<file path="config.mk">
export PLATFORM = sky130hd
export DESIGN_NAME = fidst_top
export DESIGN_NICKNAME = d
export VERILOG_FILES = /design/src/hw/fidst_top.v /design/src/hw/fidst_mode_dec.v
export VERILOG_INCLUDE_DIRS = /design/src /design/src/hw
export SDC_FILE = /design/constraint.sdc
export NUM_CORES = 1
export LEC_CHECK = 0
export BUFFER_PORTS_ARGS = -buffer_cell sky130_fd_sc_hd__buf_2
export CORE_MARGIN = 3
export CORE_UTILIZATION = 57
export CTS_BUF_LIST = sky130_fd_sc_hd__clkbuf_4 sky130_fd_sc_hd__clkbuf_8 sky130_fd_sc_hd__clkbuf_16
export CTS_CLUSTER_SIZE = 24
export DETAILED_ROUTE_END_ITERATION = 6
export PLACE_DENSITY = 0.8
export SLEW_MARGIN = 20
export SYNTH_ARGS = -nofsm -noshare
export SYNTH_HDL_FRONTEND = slang
export SYNTH_SLANG_ARGS = --single-unit
</file>
<file path="constraint.sdc">
create_clock -name REF_CLK -period 3.33 [get_ports REF_CLK]
set_clock_uncertainty 0.05 [all_clocks]
set_input_delay 0.333 -clock REF_CLK [delete_from_list [all_inputs] [get_ports REF_CLK]]
set_output_delay 0.333 -clock REF_CLK [all_outputs]
set_load 0.01 [all_outputs]
</file>
<file path="src/hw/fidst_consts.vh">
`ifndef FIDST_CONSTS_VH
`define FIDST_CONSTS_VH

// register byte offsets on the avalon slave
`define FIDST_OFS_INSTR0 6'h00
`define FIDST_OFS_INSTR1 6'h04
`define FIDST_OFS_RESULT 6'h08
`define FIDST_OFS_RESEXT 6'h0c
`define FIDST_OFS_COND   6'h10
`define FIDST_OFS_CMD    6'h14
`define FIDST_OFS_STATUS 6'h18
`define FIDST_OFS_INFO   6'h1c
`define FIDST_OFS_EVENT  6'h20
`define FIDST_OFS_MASK   6'h24

// condition register bit positions
`define FIDST_C_OVF   0
`define FIDST_C_UNF   1
`define FIDST_C_UNREP 2
`define FIDST_C_GT    3
`define FIDST_C_EQ    4

// event and mask bit positions
`define FIDST_E_DONE 0
`define FIDST_E_ILL  1
`define FIDST_E_RSV  2
`define FIDST_CMD_GO 0

// reset values
`define FIDST_RST_STATUS 16'h0000
`define FIDST_RST_MASK   3'h0
`define FIDST_RST_COND   5'h00

// instruction word patterns, msb-first bit 0 is verilog bit 15
`define FIDST_ACC_PAT   16'h0c00
`define FIDST_ACC_MASK  16'hfff9
`define FIDST_DUAL_PAT  16'h0300
`define FIDST_DUAL_MASK 16'hfff0
`define FIDST_NIB_ZERO  4'h0

// status bit positions (bit n of the status word is verilog 15-n)
`define FIDST_ST_LGT   15
`define FIDST_ST_AGT   14
`define FIDST_ST_EQ    13
`define FIDST_ST_CARRY 12
`define FIDST_ST_FAULT 11

// operand mode codes and decoded kinds
`define FIDST_MD_REG  2'h0
`define FIDST_MD_IND  2'h1
`define FIDST_MD_IDX  2'h2
`define FIDST_MD_AUTO 2'h3
`define FIDST_K_REG  3'h0
`define FIDST_K_IND  3'h1
`define FIDST_K_SYM  3'h2
`define FIDST_K_IDX  3'h3
`define FIDST_K_AUTO 3'h4
`define FIDST_INC_NORM 4'h4
`define FIDST_INC_WIDE 4'h8
`define FIDST_INC_NONE 4'h0

// group codes
`define FIDST_ACC_R2I 2'h0
`define FIDST_ACC_NEG 2'h1
`define FIDST_ACC_R2E 2'h2
`define FIDST_ACC_E2R 2'h3
`define FIDST_DOP_CMP 4'h1
`define FIDST_DOP_MMW 4'h2
`define FIDST_SOP_ADD 6'h31
`define FIDST_SOP_I2R 6'h32
`define FIDST_SOP_SUB 6'h33
`define FIDST_SOP_MUL 6'h34
`define FIDST_SOP_DIV 6'h35
`define FIDST_SOP_LD  6'h36
`define FIDST_SOP_ST  6'h37

// internal operation identifiers
`define FIDST_OP_NONE 4'h0
`define FIDST_OP_R2I  4'h1
`define FIDST_OP_NEG  4'h2
`define FIDST_OP_R2E  4'h3
`define FIDST_OP_E2R  4'h4
`define FIDST_OP_CMP  4'h5
`define FIDST_OP_MMW  4'h6
`define FIDST_OP_ADD  4'h7
`define FIDST_OP_SUB  4'h8
`define FIDST_OP_MUL  4'h9
`define FIDST_OP_DIV  4'ha
`define FIDST_OP_LD   4'hb
`define FIDST_OP_ST   4'hc
`define FIDST_OP_I2R  4'hd

// real format and write widths
`define FIDST_EXP_BIAS  8'h40
`define FIDST_MMW_WORDS 3'h4
`define FIDST_NO_WORDS  3'h0
`define FIDST_ACC_REG   4'h0

`endif

</file>
<file path="src/hw/fidst_top.v">
`timescale 1ns/100ps
`include "fidst_consts.vh"

// Operation
// - accumulator group: fixed word, code bits 13-14
// - group codes: convert, negate, convert ext, back
// - dual group: opcode word, then mode word
// - mode 0 reg, 1 ind, 2 sym/idx, 3 auto
// - autoincrement by 4, multiply-wide destination 8
// - compare sets status only, stores nothing
// - multiply-wide writes four destination words
// - bit 0 nonzero result, multiply-wide clears
// - bit 1 positive nonzero, compare greater, mmw clear
// - bit 2 zero result, compare equal
// - bit 3 carry per instruction class
// - bit 4 fault per instruction class
// - bits 5-15 untouched by float instructions
// - accumulator is workspace registers 0 and 1
// - real: sign, 7-bit radix-16 exponent, bias 64
module fidst_top #(
  parameter AW = 6
) (
  input  wire          REF_CLK,
  input  wire          RST,
  input  wire [AW-1:0] AVS_ADDRESS,
  input  wire          AVS_READ,
  input  wire          AVS_WRITE,
  input  wire [31:0]   AVS_WRITEDATA,
  input  wire [3:0]    AVS_BYTEENABLE,
  output reg  [31:0]   AVS_READDATA,
  output wire          AVS_WAITREQUEST,
  output wire          IRQ,
  output reg           DEC_VALID,
  output reg  [3:0]    DEC_OP,
  output reg  [2:0]    DEC_SRC_KIND,
  output reg  [3:0]    DEC_SRC_REG,
  output reg  [3:0]    DEC_SRC_INC,
  output reg  [2:0]    DEC_DST_KIND,
  output reg  [3:0]    DEC_DST_REG,
  output reg  [3:0]    DEC_DST_INC,
  output reg           DEC_ACC_WRITE,
  output reg           DEC_SRC_STORE,
  output reg  [2:0]    DEC_DST_WORDS,
  output wire [15:0]   STATUS_WORD
);

  // byte-lane merge of a write into a 32-bit register
  function [31:0] lane_merge;
    input [31:0] old;
    input [31:0] wdata;
    input [3:0]  be;
    integer i;
    begin
      for (i = 0; i < 4; i = i + 1) begin
        lane_merge[i*8 +: 8] = be[i] ? wdata[i*8 +: 8]
                                     : old[i*8 +: 8];
      end
    end
  endfunction

  reg  [15:0]   instr0;
  reg  [15:0]   instr1;
  reg  [31:0]   res_word;
  reg  [31:0]   res_ext;
  reg  [4:0]    cond;
  reg  [15:0]   st;
  reg  [2:0]    ev;
  reg  [2:0]    mask;
  reg           ack;
  reg  [31:0]   rd_mux;
  reg  [3:0]    op;
  reg  [15:0]   next_st;
  reg  [1:0]    src_mode;
  reg  [3:0]    src_reg;
  reg           uses_src;
  reg           uses_dst;
  wire          req;
  wire          wr_ok;
  wire [AW-1:0] addr;
  wire          go;
  wire [2:0]    src_kind;
  wire [3:0]    src_inc;
  wire          src_rsv;
  wire [2:0]    dst_kind;
  wire [3:0]    dst_inc;
  wire          dst_rsv;
  wire          is_acc;
  wire          is_dual;
  wire          is_srco;
  wire          bad_rsv;
  wire          legal;
  wire [2:0]    ev_set;
  wire [2:0]    ev_clr;
  wire          res_nz;
  wire          mmw_nz;
  wire          res_msb;
  wire [7:0]    exp_unb;

  // avalon slave: every access waits exactly one cycle
  assign req             = AVS_READ | AVS_WRITE;
  assign AVS_WAITREQUEST = req & ~ack;
  assign wr_ok           = AVS_WRITE & ack;
  assign addr            = {AVS_ADDRESS[AW-1:2], 2'b00};

  always @(posedge REF_CLK) begin
    if (RST) begin
      ack <= 1'b0;
    end else begin
      ack <= req & ~ack;
    end
  end

  // go strobe comes from the command register, bit 0
  assign go = wr_ok && (addr == `FIDST_OFS_CMD) &&
              AVS_BYTEENABLE[0] && AVS_WRITEDATA[`FIDST_CMD_GO];

  // group recognition on the first word, plus word two's top nibble for dual
  assign is_acc  = (instr0 & `FIDST_ACC_MASK) == `FIDST_ACC_PAT;
  assign is_dual = ((instr0 & `FIDST_DUAL_MASK) ==
                    `FIDST_DUAL_PAT) &&
                   (instr1[15:12] == `FIDST_NIB_ZERO);
  assign is_srco = (instr0[15:12] == `FIDST_NIB_ZERO);

  // operation identifier from whichever group matched
  always @* begin
    op = `FIDST_OP_NONE;
    if (is_acc) begin
      case (instr0[2:1])
        `FIDST_ACC_R2I: op = `FIDST_OP_R2I;
        `FIDST_ACC_NEG: op = `FIDST_OP_NEG;
        `FIDST_ACC_R2E: op = `FIDST_OP_R2E;
        `FIDST_ACC_E2R: op = `FIDST_OP_E2R;
        default:        op = `FIDST_OP_NONE;
      endcase
    end else if (is_dual) begin
      case (instr0[3:0])
        `FIDST_DOP_CMP: op = `FIDST_OP_CMP;
        `FIDST_DOP_MMW: op = `FIDST_OP_MMW;
        default:        op = `FIDST_OP_NONE;
      endcase
    end else if (is_srco) begin
      // source-only group is decoded for status updates
      case (instr0[11:6])
        `FIDST_SOP_ADD: op = `FIDST_OP_ADD;
        `FIDST_SOP_SUB: op = `FIDST_OP_SUB;
        `FIDST_SOP_MUL: op = `FIDST_OP_MUL;
        `FIDST_SOP_DIV: op = `FIDST_OP_DIV;
        `FIDST_SOP_LD:  op = `FIDST_OP_LD;
        `FIDST_SOP_ST:  op = `FIDST_OP_ST;
        `FIDST_SOP_I2R: op = `FIDST_OP_I2R;
        default:        op = `FIDST_OP_NONE;
      endcase
    end
  end

  // source field sits in word two for dual ops, word one else
  always @* begin
    src_mode = instr0[5:4];
    src_reg  = instr0[3:0];
    uses_src = 1'b0;
    uses_dst = 1'b0;
    if (op == `FIDST_OP_CMP || op == `FIDST_OP_MMW) begin
      src_mode = instr1[5:4];
      src_reg  = instr1[3:0];
      uses_src = 1'b1;
      uses_dst = 1'b1;
    end else if (op >= `FIDST_OP_ADD) begin
      uses_src = 1'b1;
    end
  end

  fidst_mode_dec u_src (
    .MODE     (src_mode),
    .REG_NUM  (src_reg),
    .WIDE     (1'b0),
    .KIND     (src_kind),
    .INC      (src_inc),
    .RESERVED (src_rsv)
  );

  fidst_mode_dec u_dst (
    .MODE     (instr1[11:10]),
    .REG_NUM  (instr1[9:6]),
    .WIDE     (op == `FIDST_OP_MMW),
    .KIND     (dst_kind),
    .INC      (dst_inc),
    .RESERVED (dst_rsv)
  );

  // reserved r0 encodings are refused rather than guessed at
  assign bad_rsv = (uses_src & src_rsv) | (uses_dst & dst_rsv);
  assign legal   = (op != `FIDST_OP_NONE) & ~bad_rsv;

  // result tests; real value in res_word, mmw high half in res_ext
  assign res_nz  = |res_word;
  assign mmw_nz  = (|res_word) | (|res_ext);
  assign res_msb = res_word[31];
  assign exp_unb = {1'b0, res_word[30:24]} - `FIDST_EXP_BIAS;

  // status update; low bits 10:0 always carried through
  always @* begin
    next_st = st;
    case (op)
      `FIDST_OP_MMW: begin
        next_st[`FIDST_ST_LGT]   = 1'b0;
        next_st[`FIDST_ST_AGT]   = 1'b0;
        next_st[`FIDST_ST_EQ]    = ~mmw_nz;
        next_st[`FIDST_ST_CARRY] = 1'b0;
        next_st[`FIDST_ST_FAULT] = 1'b0;
      end
      `FIDST_OP_CMP: begin
        // compare result is source minus destination
        next_st[`FIDST_ST_LGT]   = ~cond[`FIDST_C_EQ];
        next_st[`FIDST_ST_AGT]   = cond[`FIDST_C_GT];
        next_st[`FIDST_ST_EQ]    = cond[`FIDST_C_EQ];
        next_st[`FIDST_ST_CARRY] = 1'b0;
        next_st[`FIDST_ST_FAULT] = 1'b0;
      end
      default: begin
        next_st[`FIDST_ST_LGT] = res_nz;
        next_st[`FIDST_ST_AGT] = ~res_msb & res_nz;
        next_st[`FIDST_ST_EQ]  = ~res_nz;
      end
    endcase
    case (op)
      `FIDST_OP_ADD, `FIDST_OP_SUB,
      `FIDST_OP_MUL, `FIDST_OP_DIV: begin
        next_st[`FIDST_ST_CARRY] = cond[`FIDST_C_OVF];
        next_st[`FIDST_ST_FAULT] = cond[`FIDST_C_OVF] |
                                   cond[`FIDST_C_UNF];
      end
      `FIDST_OP_I2R, `FIDST_OP_E2R: begin
        next_st[`FIDST_ST_CARRY] = 1'b1;
        next_st[`FIDST_ST_FAULT] = 1'b0;
      end
      `FIDST_OP_R2I, `FIDST_OP_R2E: begin
        next_st[`FIDST_ST_CARRY] = cond[`FIDST_C_UNREP];
        next_st[`FIDST_ST_FAULT] = cond[`FIDST_C_UNREP];
      end
      default: begin
        // load, store and negate leave carry and fault alone
        next_st[`FIDST_ST_CARRY] = next_st[`FIDST_ST_CARRY];
      end
    endcase
  end

  // software-visible registers and the status word
  always @(posedge REF_CLK) begin
    if (RST) begin
      instr0   <= 16'h0000;
      instr1   <= 16'h0000;
      res_word <= 32'h0000_0000;
      res_ext  <= 32'h0000_0000;
      cond     <= `FIDST_RST_COND;
      st       <= `FIDST_RST_STATUS;
      mask     <= `FIDST_RST_MASK;
    end else begin
      if (wr_ok) begin
        case (addr)
          `FIDST_OFS_INSTR0:
            instr0 <= {AVS_BYTEENABLE[1] ? AVS_WRITEDATA[15:8] : instr0[15:8],
                       AVS_BYTEENABLE[0] ? AVS_WRITEDATA[7:0] : instr0[7:0]};
          `FIDST_OFS_INSTR1:
            instr1 <= {AVS_BYTEENABLE[1] ? AVS_WRITEDATA[15:8] : instr1[15:8],
                       AVS_BYTEENABLE[0] ? AVS_WRITEDATA[7:0] : instr1[7:0]};
          `FIDST_OFS_RESULT:
            res_word <= lane_merge(res_word, AVS_WRITEDATA,
                                   AVS_BYTEENABLE);
          `FIDST_OFS_RESEXT:
            res_ext <= lane_merge(res_ext, AVS_WRITEDATA,
                                  AVS_BYTEENABLE);
          `FIDST_OFS_COND: begin
            if (AVS_BYTEENABLE[0]) begin
              cond <= AVS_WRITEDATA[4:0];
            end
          end
          `FIDST_OFS_STATUS:
            st <= {AVS_BYTEENABLE[1] ? AVS_WRITEDATA[15:8] : st[15:8],
                   AVS_BYTEENABLE[0] ? AVS_WRITEDATA[7:0] : st[7:0]};
          `FIDST_OFS_MASK: begin
            if (AVS_BYTEENABLE[0]) begin
              mask <= AVS_WRITEDATA[2:0];
            end
          end
          default: begin
            mask <= mask; // unmapped writes are dropped
          end
        endcase
      end
      // go never coincides with a status write: one access a cycle
      if (go && legal) begin
        st <= next_st;
      end
    end
  end

  // sticky events; a new event beats a same-cycle clear
  assign ev_set[`FIDST_E_DONE] = go & legal;
  assign ev_set[`FIDST_E_ILL]  = go & (op == `FIDST_OP_NONE);
  assign ev_set[`FIDST_E_RSV]  = go & (op != `FIDST_OP_NONE) & bad_rsv;
  assign ev_clr = (wr_ok && addr == `FIDST_OFS_EVENT &&
                   AVS_BYTEENABLE[0]) ? AVS_WRITEDATA[2:0] : 3'h0;

  always @(posedge REF_CLK) begin
    if (RST) begin
      ev <= 3'h0;
    end else begin
      ev <= (ev & ~ev_clr) | ev_set;
    end
  end

  assign IRQ         = |(ev & mask);
  assign STATUS_WORD = st;

  // decoded operation towards the sequencer, held until the next legal go
  always @(posedge REF_CLK) begin
    if (RST) begin
      DEC_VALID     <= 1'b0;
      DEC_OP        <= `FIDST_OP_NONE;
      DEC_SRC_KIND  <= `FIDST_K_REG;
      DEC_SRC_REG   <= 4'h0;
      DEC_SRC_INC   <= `FIDST_INC_NONE;
      DEC_DST_KIND  <= `FIDST_K_REG;
      DEC_DST_REG   <= 4'h0;
      DEC_DST_INC   <= `FIDST_INC_NONE;
      DEC_ACC_WRITE <= 1'b0;
      DEC_SRC_STORE <= 1'b0;
      DEC_DST_WORDS <= `FIDST_NO_WORDS;
    end else begin
      DEC_VALID <= go & legal;
      if (go && legal) begin
        DEC_OP <= op;
        // accumulator ops work on r0/r1 directly
        DEC_SRC_KIND <= uses_src ? src_kind : `FIDST_K_REG;
        DEC_SRC_REG  <= uses_src ? src_reg : `FIDST_ACC_REG;
        DEC_SRC_INC  <= uses_src ? src_inc : `FIDST_INC_NONE;
        DEC_DST_KIND <= uses_dst ? dst_kind : `FIDST_K_REG;
        DEC_DST_REG  <= uses_dst ? instr1[9:6] : `FIDST_ACC_REG;
        DEC_DST_INC  <= uses_dst ? dst_inc : `FIDST_INC_NONE;
        // everything but compare, mmw and store lands in r0/r1
        DEC_ACC_WRITE <= (op != `FIDST_OP_CMP) &&
                         (op != `FIDST_OP_MMW) &&
                         (op != `FIDST_OP_ST);
        DEC_SRC_STORE <= (op == `FIDST_OP_ST);
        // compare writes nothing; mmw writes 64 bits at da+0..6
        DEC_DST_WORDS <= (op == `FIDST_OP_MMW) ?
                         `FIDST_MMW_WORDS : `FIDST_NO_WORDS;
      end
    end
  end

  // read mux; info shows sign, unbiased exponent, lead digit
  always @* begin
    rd_mux = 32'h0000_0000;
    case (addr)
      `FIDST_OFS_INSTR0: rd_mux = {16'h0000, instr0};
      `FIDST_OFS_INSTR1: rd_mux = {16'h0000, instr1};
      `FIDST_OFS_RESULT: rd_mux = res_word;
      `FIDST_OFS_RESEXT: rd_mux = res_ext;
      `FIDST_OFS_COND:   rd_mux = {27'h0, cond};
      `FIDST_OFS_CMD:    rd_mux = {27'h0, legal, op};
      `FIDST_OFS_STATUS: rd_mux = {16'h0000, st};
      `FIDST_OFS_INFO:
        rd_mux = {16'h0000, res_word[31], 3'h0,
                  res_word[23:20], exp_unb};
      `FIDST_OFS_EVENT:  rd_mux = {29'h0, ev};
      `FIDST_OFS_MASK:   rd_mux = {29'h0, mask};
      default:           rd_mux = 32'h0000_0000;
    endcase
  end

  // read data captured in the wait cycle, valid when wait drops
  always @(posedge REF_CLK) begin
    if (RST) begin
      AVS_READDATA <= 32'h0000_0000;
    end else if (AVS_READ && !ack) begin
      AVS_READDATA <= rd_mux;
    end
  end

endmodule

</file>
<file path="src/hw/fidst_mode_dec.v">
`timescale 1ns/100ps
`include "fidst_consts.vh"

module fidst_mode_dec (
  input  wire [1:0] MODE,
  input  wire [3:0] REG_NUM,
  input  wire       WIDE,
  output reg  [2:0] KIND,
  output reg  [3:0] INC,
  output reg        RESERVED
);

  // mode field plus register field to addressing kind
  always @* begin
    KIND     = `FIDST_K_REG;
    INC      = `FIDST_INC_NONE;
    RESERVED = 1'b0;
    case (MODE)
      `FIDST_MD_REG: begin
        KIND = `FIDST_K_REG;
      end
      `FIDST_MD_IND: begin
        KIND = `FIDST_K_IND;
      end
      `FIDST_MD_IDX: begin
        // zero register selects symbolic, never indexed off r0
        KIND = (REG_NUM == 4'h0) ? `FIDST_K_SYM : `FIDST_K_IDX;
      end
      `FIDST_MD_AUTO: begin
        KIND     = `FIDST_K_AUTO;
        INC      = WIDE ? `FIDST_INC_WIDE : `FIDST_INC_NORM;
        // r0 autoincrement has no defined meaning
        RESERVED = (REG_NUM == 4'h0);
      end
      default: begin
        KIND = `FIDST_K_REG;
      end
    endcase
  end

endmodule

</file>
* After elaboration in Yosys (flattened, before gate mapping)
Cells that the tools add are included.
Word-level totals: bits in registers 188, input port bits 46, output and inout bits 82, word-level logic and storage cells 191
Operators by class: $add $sub $neg 1, $lt $le $gt $ge 1, eq/ne operators 44, muxes and demuxes 38, bitwise gates (word level) 25, reductions and logical operators 50
Operators with widths (count):
- 32-bit case mux with 10 select lines | 1
- 32-bit OR reduction | 2
- 16-bit two-way mux | 3
- 3-bit AND reduction | 15
- 6-bit == test, second input constant | 7
- 4-bit two-way mux | 10
- 4-bit by 3-bit == test with 1-bit output, second input constant | 8
- 4-bit == test, second input constant | 7
- 4-bit case mux with 7 select lines | 1
- 3-bit case mux with 4 select lines | 2
- 4-bit logical NOT | 5
- 4-bit by 2-bit == test with 1-bit output, second input constant | 4
- 8-bit two-way mux | 2
- 4-bit case mux with 4 select lines | 1
- 3-bit two-way mux | 5
- 14-bit by 10-bit == test with 1-bit output, second input constant | 1
- 12-bit by 6-bit == test with 1-bit output, second input constant | 1
- 2-bit == test, second input constant | 6
- 4-bit by 1-bit == test with 1-bit output, second input constant | 3
- 3-bit case mux with 2 select lines | 2
- 4-bit AND reduction | 3
- 1-bit AND | 10
- 1-bit logical AND | 10
- 4-bit by 3-bit inequality test with 1-bit output, second input constant | 2
- other kinds (22) | 48

* Depth between registers and ports, before layout
depth after elaboration 17, mapped depth 11, mapped depth without buffers 10

* Hierarchy
Synthesis repeated with hierarchy kept, for this count alone.
Unflattened totals: cell total of the unflattened synthesis 1030, area total of the unflattened synthesis 8587.0 µm²
By module, submodules not included:
- fidst_top | instances 1, cells an instance 1006, area an instance 8431.8 µm², seq. area each 3723.6 µm²
- fidst_mode_dec | instances 2, cells an instance 12, area an instance 77.6 µm², seq. area each 0.0 µm²

* Least setup slack after synthesis
OpenSTA, ideal clock, no wires.
path kind register -> register, start register instr0[4], end register st[15] (netlist: STATUS_WORD[15]), library setup time 133 ps, data arrival time 2834 ps, data required time 3147 ps, slack 313 ps, cell stages (with the launch flop) 11, buffers on the path 2, period minus slack after synthesis 3017 ps, cell sequence dfxtp_1 > buf_2 > nor4_4 > nand4_2 > or3_1 > buf_2 > a211o_1 > a21oi_4 > mux2_1 > a221oi_2 > o22ai_1
On the way: word-level cells in the longest chain between the ends 16, elaborated cells between the ends (all ways) 30, classes of those cells order compare: 1; eq/ne: 5; mux: 10; bitwise: 5; reduce/logical: 9
Ends and longest elaborated chain:
- start: declaration | RTL line fidst_top.v:61 | reg [15:0] instr0;
- start signal: assignment | RTL line fidst_top.v:261 | instr0 <= {AVS_BYTEENABLE[1] ? AVS_WRITEDATA[15:8] : instr0[15:8],
- 12-bit by 6-bit == test with 1-bit output (no source line)
- 1-bit logical AND | RTL line fidst_top.v:119 | assign is_dual = ((instr0 & `FIDST_DUAL_MASK) ==
- 4-bit two-way mux | RTL line fidst_top.v:135 | end else if (is_dual) begin
- 4-bit two-way mux | RTL line fidst_top.v:127 | if (is_acc) begin
- 4-bit by 3-bit == test with 1-bit output | RTL line fidst_top.v:203 | case (op)
- 1-bit logical OR (no source line)
- 4-bit two-way mux or 2-bit two-way mux (tied branches) | RTL line fidst_top.v:162 | if (op == `FIDST_OP_CMP || op == `FIDST_OP_MMW) begin
- 4-bit logical NOT or 2-bit == test (tied branches) | RTL line fidst_mode_dec.v:33, fidst_mode_dec.v:18
- 1-bit two-way mux | RTL line fidst_mode_dec.v:18 | case (MODE)
- 1-bit AND | RTL line fidst_top.v:191 | assign bad_rsv = (uses_src & src_rsv) | (uses_dst & dst_rsv);
- 1-bit bitwise OR | RTL line fidst_top.v:191
- 1-bit NOT | RTL line fidst_top.v:192 | assign legal = (op != `FIDST_OP_NONE) & ~bad_rsv;
- 1-bit AND | RTL line fidst_top.v:192
- 1-bit logical AND | RTL line fidst_top.v:291 | if (go && legal) begin
- 2-bit nonzero test (no source line)
- 3-bit AND reduction (no source line)
- end signal: assignment | RTL line fidst_top.v:255 | st <= `FIDST_RST_STATUS;
- end signal: assignment | RTL line fidst_top.v:278 | st <= {AVS_BYTEENABLE[1] ? AVS_WRITEDATA[15:8] : st[15:8],
- end signal: assignment | RTL line fidst_top.v:292 | st <= next_st;
- end: declaration | RTL line fidst_top.v:66 | reg [15:0] st;
Several ways; a longest one is shown, not always the timed one. A chain may end at the register's enable or synchronous reset.

* Worst setup path after layout
start register instr0[6], end register st[11] (netlist: STATUS_WORD[11])
On the way: word-level cells in the longest chain between the ends 17, elaborated cells between the ends (all ways) 52, classes of those cells order compare: 1; eq/ne: 21; mux: 12; bitwise: 5; reduce/logical: 13
Ends and longest elaborated chain:
- 6-bit == test | RTL line fidst_top.v:143 | case (instr0[11:6])
- 4-bit case mux with 7 select lines | RTL line fidst_top.v:143
- 4-bit two-way mux | RTL line fidst_top.v:141 | end else if (is_srco) begin
- 4-bit two-way mux | RTL line fidst_top.v:135
- 4-bit two-way mux (*) | RTL line fidst_top.v:127
- 4-bit by 3-bit == test with 1-bit output | RTL line fidst_top.v:203
- 1-bit logical OR (no source line)
- 4-bit two-way mux or 2-bit two-way mux (tied branches) | RTL line fidst_top.v:162
- 4-bit logical NOT or 2-bit == test (tied branches) | RTL line fidst_mode_dec.v:33, fidst_mode_dec.v:18
- 1-bit two-way mux | RTL line fidst_mode_dec.v:18
- 1-bit AND | RTL line fidst_top.v:191
- 1-bit bitwise OR | RTL line fidst_top.v:191
- 1-bit NOT | RTL line fidst_top.v:192
- 1-bit AND | RTL line fidst_top.v:192
- 1-bit logical AND | RTL line fidst_top.v:291
- 5-bit by 2-bit inequality test with 1-bit output (no source line) or 2-bit nonzero test (tied branches)
- 4-bit AND reduction (no source line)
Every way passes the cells marked *; elsewhere a longest branch is shown, timed or not.

==> impl_metrics.tcl <==
set metrics [dict create \
    status "finished clean" \
    synth-edff-count 0 \
    n_antenna_cell 0 \
    clock_path_buffers 2 \
    synth.distinct_cells 79 \
    finalHoldViolations 0 \
    setup_tns_ns 0 \
    synth_flop_cell "dfxtp_1" \
    ys_seq_elements 180 \
    regArea_um2 3600 \
    cp_common_cell "buf_4" \
    endpoint_kind "register" \
    io_pins 128 \
    fmax_mhz 308 \
    root_buffer "clkbuf_16" \
    worst_ep_required_time_ns 3.62 \
    intPower_w 0.00331 \
    reg2reg_to "STATUS_WORD[11]$_SDFFE_PP0P_" \
    vias_per_cell 6.42 \
    p_switching_w 0.00109 \
    coreArea_um2 14800 \
    crit_path_max_fanout 10 \
    cp_num_cells 10 \
    path_delay_family "compound AO/OA/AOI/OAI gates" \
    syn_inst 1056 \
    die_w_um 130 \
    drt_iter0_drc 1280 \
    utilization_pct 69.9 \
    timing.final.crit_share_pct 97.4 \
    path_clk_slew_ns 0.07 \
    htreeDepth 4 \
    min-delay-start "AVS_WRITEDATA[26]" \
    layout-drive-gt1-share_pct 19.5 \
    grt_use_total_pct 33.1 \
    synthArstFlopShare_pct 0 \
    finalNetCount 1227 \
    hold_class "primary input to register" \
    swShare_pct 24.8 \
    initial_core_util_pct 59.0 \
    crit_arrival_ns 3.54 \
    num_rows 44 \
    cts_sinks 180 \
    rr_startpoint "instr0[6]$_SDFFE_PP0P_" \
    whs_path_depth 3 \
    die_h_um 130 \
    cts_tree "done" \
    p_seq_share_pct 49.2 \
    pwr-share-clk_pct 46.0 \
    seq_area_frac_synth_pct 41.4 \
    grt_pass1_vias 7874 \
    wl_mm 28.2 \
    path_buf_inv 2 \
    cp_cell_sequence "nor4_4 -> buf_4 -> a221oi_1 -> o32a_1 -> a211o_1 -> a21oi_4 -> buf_4 -> a211oi_4 -> nand3_1 -> a311oi_2" \
    routed-via-count 8823 \
    antenna_found_initial 0 \
    clock_latency_ns 0.44 \
    startpoint "instr0[6]$_SDFFE_PP0P_" \
    setup.worst_path.end "STATUS_WORD[11]$_SDFFE_PP0P_" \
    gp_congestion 1.01 \
    power_density_nw_per_um2 427 \
    relSlewSlack_pct 44.1 \
    numCtsBuffers 17 \
    reg2reg_slack_ns 0.09 \
    finalSetupViolations 0 \
    slowest_stage "dfxtp_1" \
    detail-route-antenna-nets 0 \
    pwr-share-comb_pct 4.9 \
    die-area_um2 16800 \
    nFillCells 1246 \
    portBuffers 118 \
    vdd_drop_max_v 0.000361 \
    slew_violations 0 \
    cap_violations 0 \
    r2r_cells 10 \
    crit_path_start_kind "register" \
    area_growth_syn_to_layout_pct 18.4 \
    dp_hpwl_mm 20.1 \
    cpPeakStageDelay_ns 0.58 \
    grt_pass1_wl_mm 43.5 \
    fin_crit_ns 3.24 \
    critPathKind "register to register" \
    synth_area_um2 8710 \
    multi_input_area_um2 4830 \
    yosysWarnings 0 \
    synth.avg_cell_area_um2 8.25 \
    layout_commonest_cell "dfxtp_1" \
    drc 0 \
    power_leakage_nw 3.77 \
    grt_max_degree 173 \
    routedWlPerCell_um 20.5 \
    firstDrtPassIters 6 \
    mostFrequentLayoutCells "dfxtp_1 (180), nor2_1 (170), nand2_1 (133)" \
    worst_pin_slew_ns 0.839 \
    grt_overflow 0 \
]
==> metrics by stage <==
stage                     hold slack [ns]  area, um^2  setup slack [ns]  total power, W  std cells
after floorplan                     0.399        8730             0.313         0.00233       1062
after global placement              0.401        9660             0.179         0.00242       1341
after detailed placement            0.406        9660            0.0813         0.00242       1341
after CTS                          0.0884       10300            0.0539         0.00440       1373
after global routing                0.100       10300           -0.0147         0.00451       1375
final                              0.0920       10300            0.0858         0.00440       1375
==> kinds of logic (layout without fill, tap and decap cells) <==
| family | Yosys count | in the layout | share of synthesized area, % |
|---|---|---|---|
| simple gates | 454 | 454 | 24.3 |
| compound gates | 251 | 251 | 20.0 |
| flops | 180 | 180 | 41.4 |
| mux | 83 | 83 | 9.55 |
| buf+inv | 82 | 211 | 4.09 |
| fa+ha+maj | 3 | 3 | 0.431 |
| xor+xnor | 2 | 2 | 0.201 |
| other cells | 1 | 7 | 0.0430 |
==> cell type report <==
type,count,area share [%]
multi-input combinational,800,46.9
sequential,180,35.0
timing repair buffer,171,9.85
clock buffer,19,4.39
tap,184,2.23
clock inverter,13,1.38
inverter,8,0.291
==> worst min path at each step <==
stage	endpoint
2_1_floorplan	res_ext[6]$_SDFFE_PP0P_
3_3_place_gp	DEC_DST_REG[2]$_SDFFE_PP0P_
3_5_place_dp	DEC_DST_REG[2]$_SDFFE_PP0P_
4_1_cts	res_ext[25]$_SDFFE_PP0P_
5_1_grt	res_ext[24]$_SDFFE_PP0P_
6_report	res_word[26]$_SDFFE_PP0P_
==> sequential cells by signal, indices dropped and copies added (netlist names), 3 cells and up <==
register      count
AVS_READDATA     32
DEC_DST_KIND      3
DEC_DST_REG       4
DEC_OP            4
DEC_SRC_KIND      3
DEC_SRC_REG       4
STATUS_WORD      16
cond              5
ev                3
instr0           16
instr1           16
mask              3
res_ext          32
res_word         32
==> synth_stat cells (all sizes together) (6+ instances only) <==
master	number	area [um^2]
a211oi	6	72.6
a21oi	110	562
a221oi	9	91.3
a222oi	17	170
a22oi	27	203
a31oi	12	75.1
and2	12	77.6
buf	19	120
clkbuf	55	206
dfxtp	180	3600
inv	8	30.0
mux2i	82	821
nand2	133	499
nand2b	18	113
nand3	29	150
nand4	15	100
nor2	170	638
nor2b	11	68.8
nor3	15	86.3
nor4	24	180
o211ai	6	50.1
o21ai	15	75.1
o32ai	9	86.3
==> what timing repair did <==
item | 4_1_cts | 5_1_grt
hold buffers | 0 | 0
buffers inserted | 0 | 2
endpoints found under the setup margin | 0 | 16
resized for setup | 0 | 7
==> metal layers <==
metal	share of wire, %	GRT usage [%]	vias to the layer above
met1	42	46.4	4182
li1	-	-	4064
met5	0	0	-
met2	45	50.3	501
met4	3.0	10.9	0
met3	10	8.12	76
==> power by group through the flow <==
| stage | logic (W) | clock network (W) | registers [W] |
|---|---|---|---|
| finish | 0.000214 | 0.00202 | 0.00216 |
| global route | 0.000225 | 0.00213 | 0.00216 |
| CTS | 0.000206 | 0.00203 | 0.00216 |
| detailed placement | 0.000206 | 0 | 0.00221 |
| global placement | 0.000205 | 0 | 0.00221 |
| floorplan | 0.000121 | 0 | 0.00221 |
==> worst reg2reg max path, stage by stage (launching register included) <==
cell,delay (ns)
dfxtp_1,0.58
nor4_4,0.11
buf_4,0.16
a221oi_1,0.41
o32a_1,0.38
a211o_1,0.24
a21oi_4,0.11
buf_4,0.18
a211oi_4,0.43
nand3_1,0.19
a311oi_2,0.30
No activity file was read; power rests on OpenSTA's default activity.
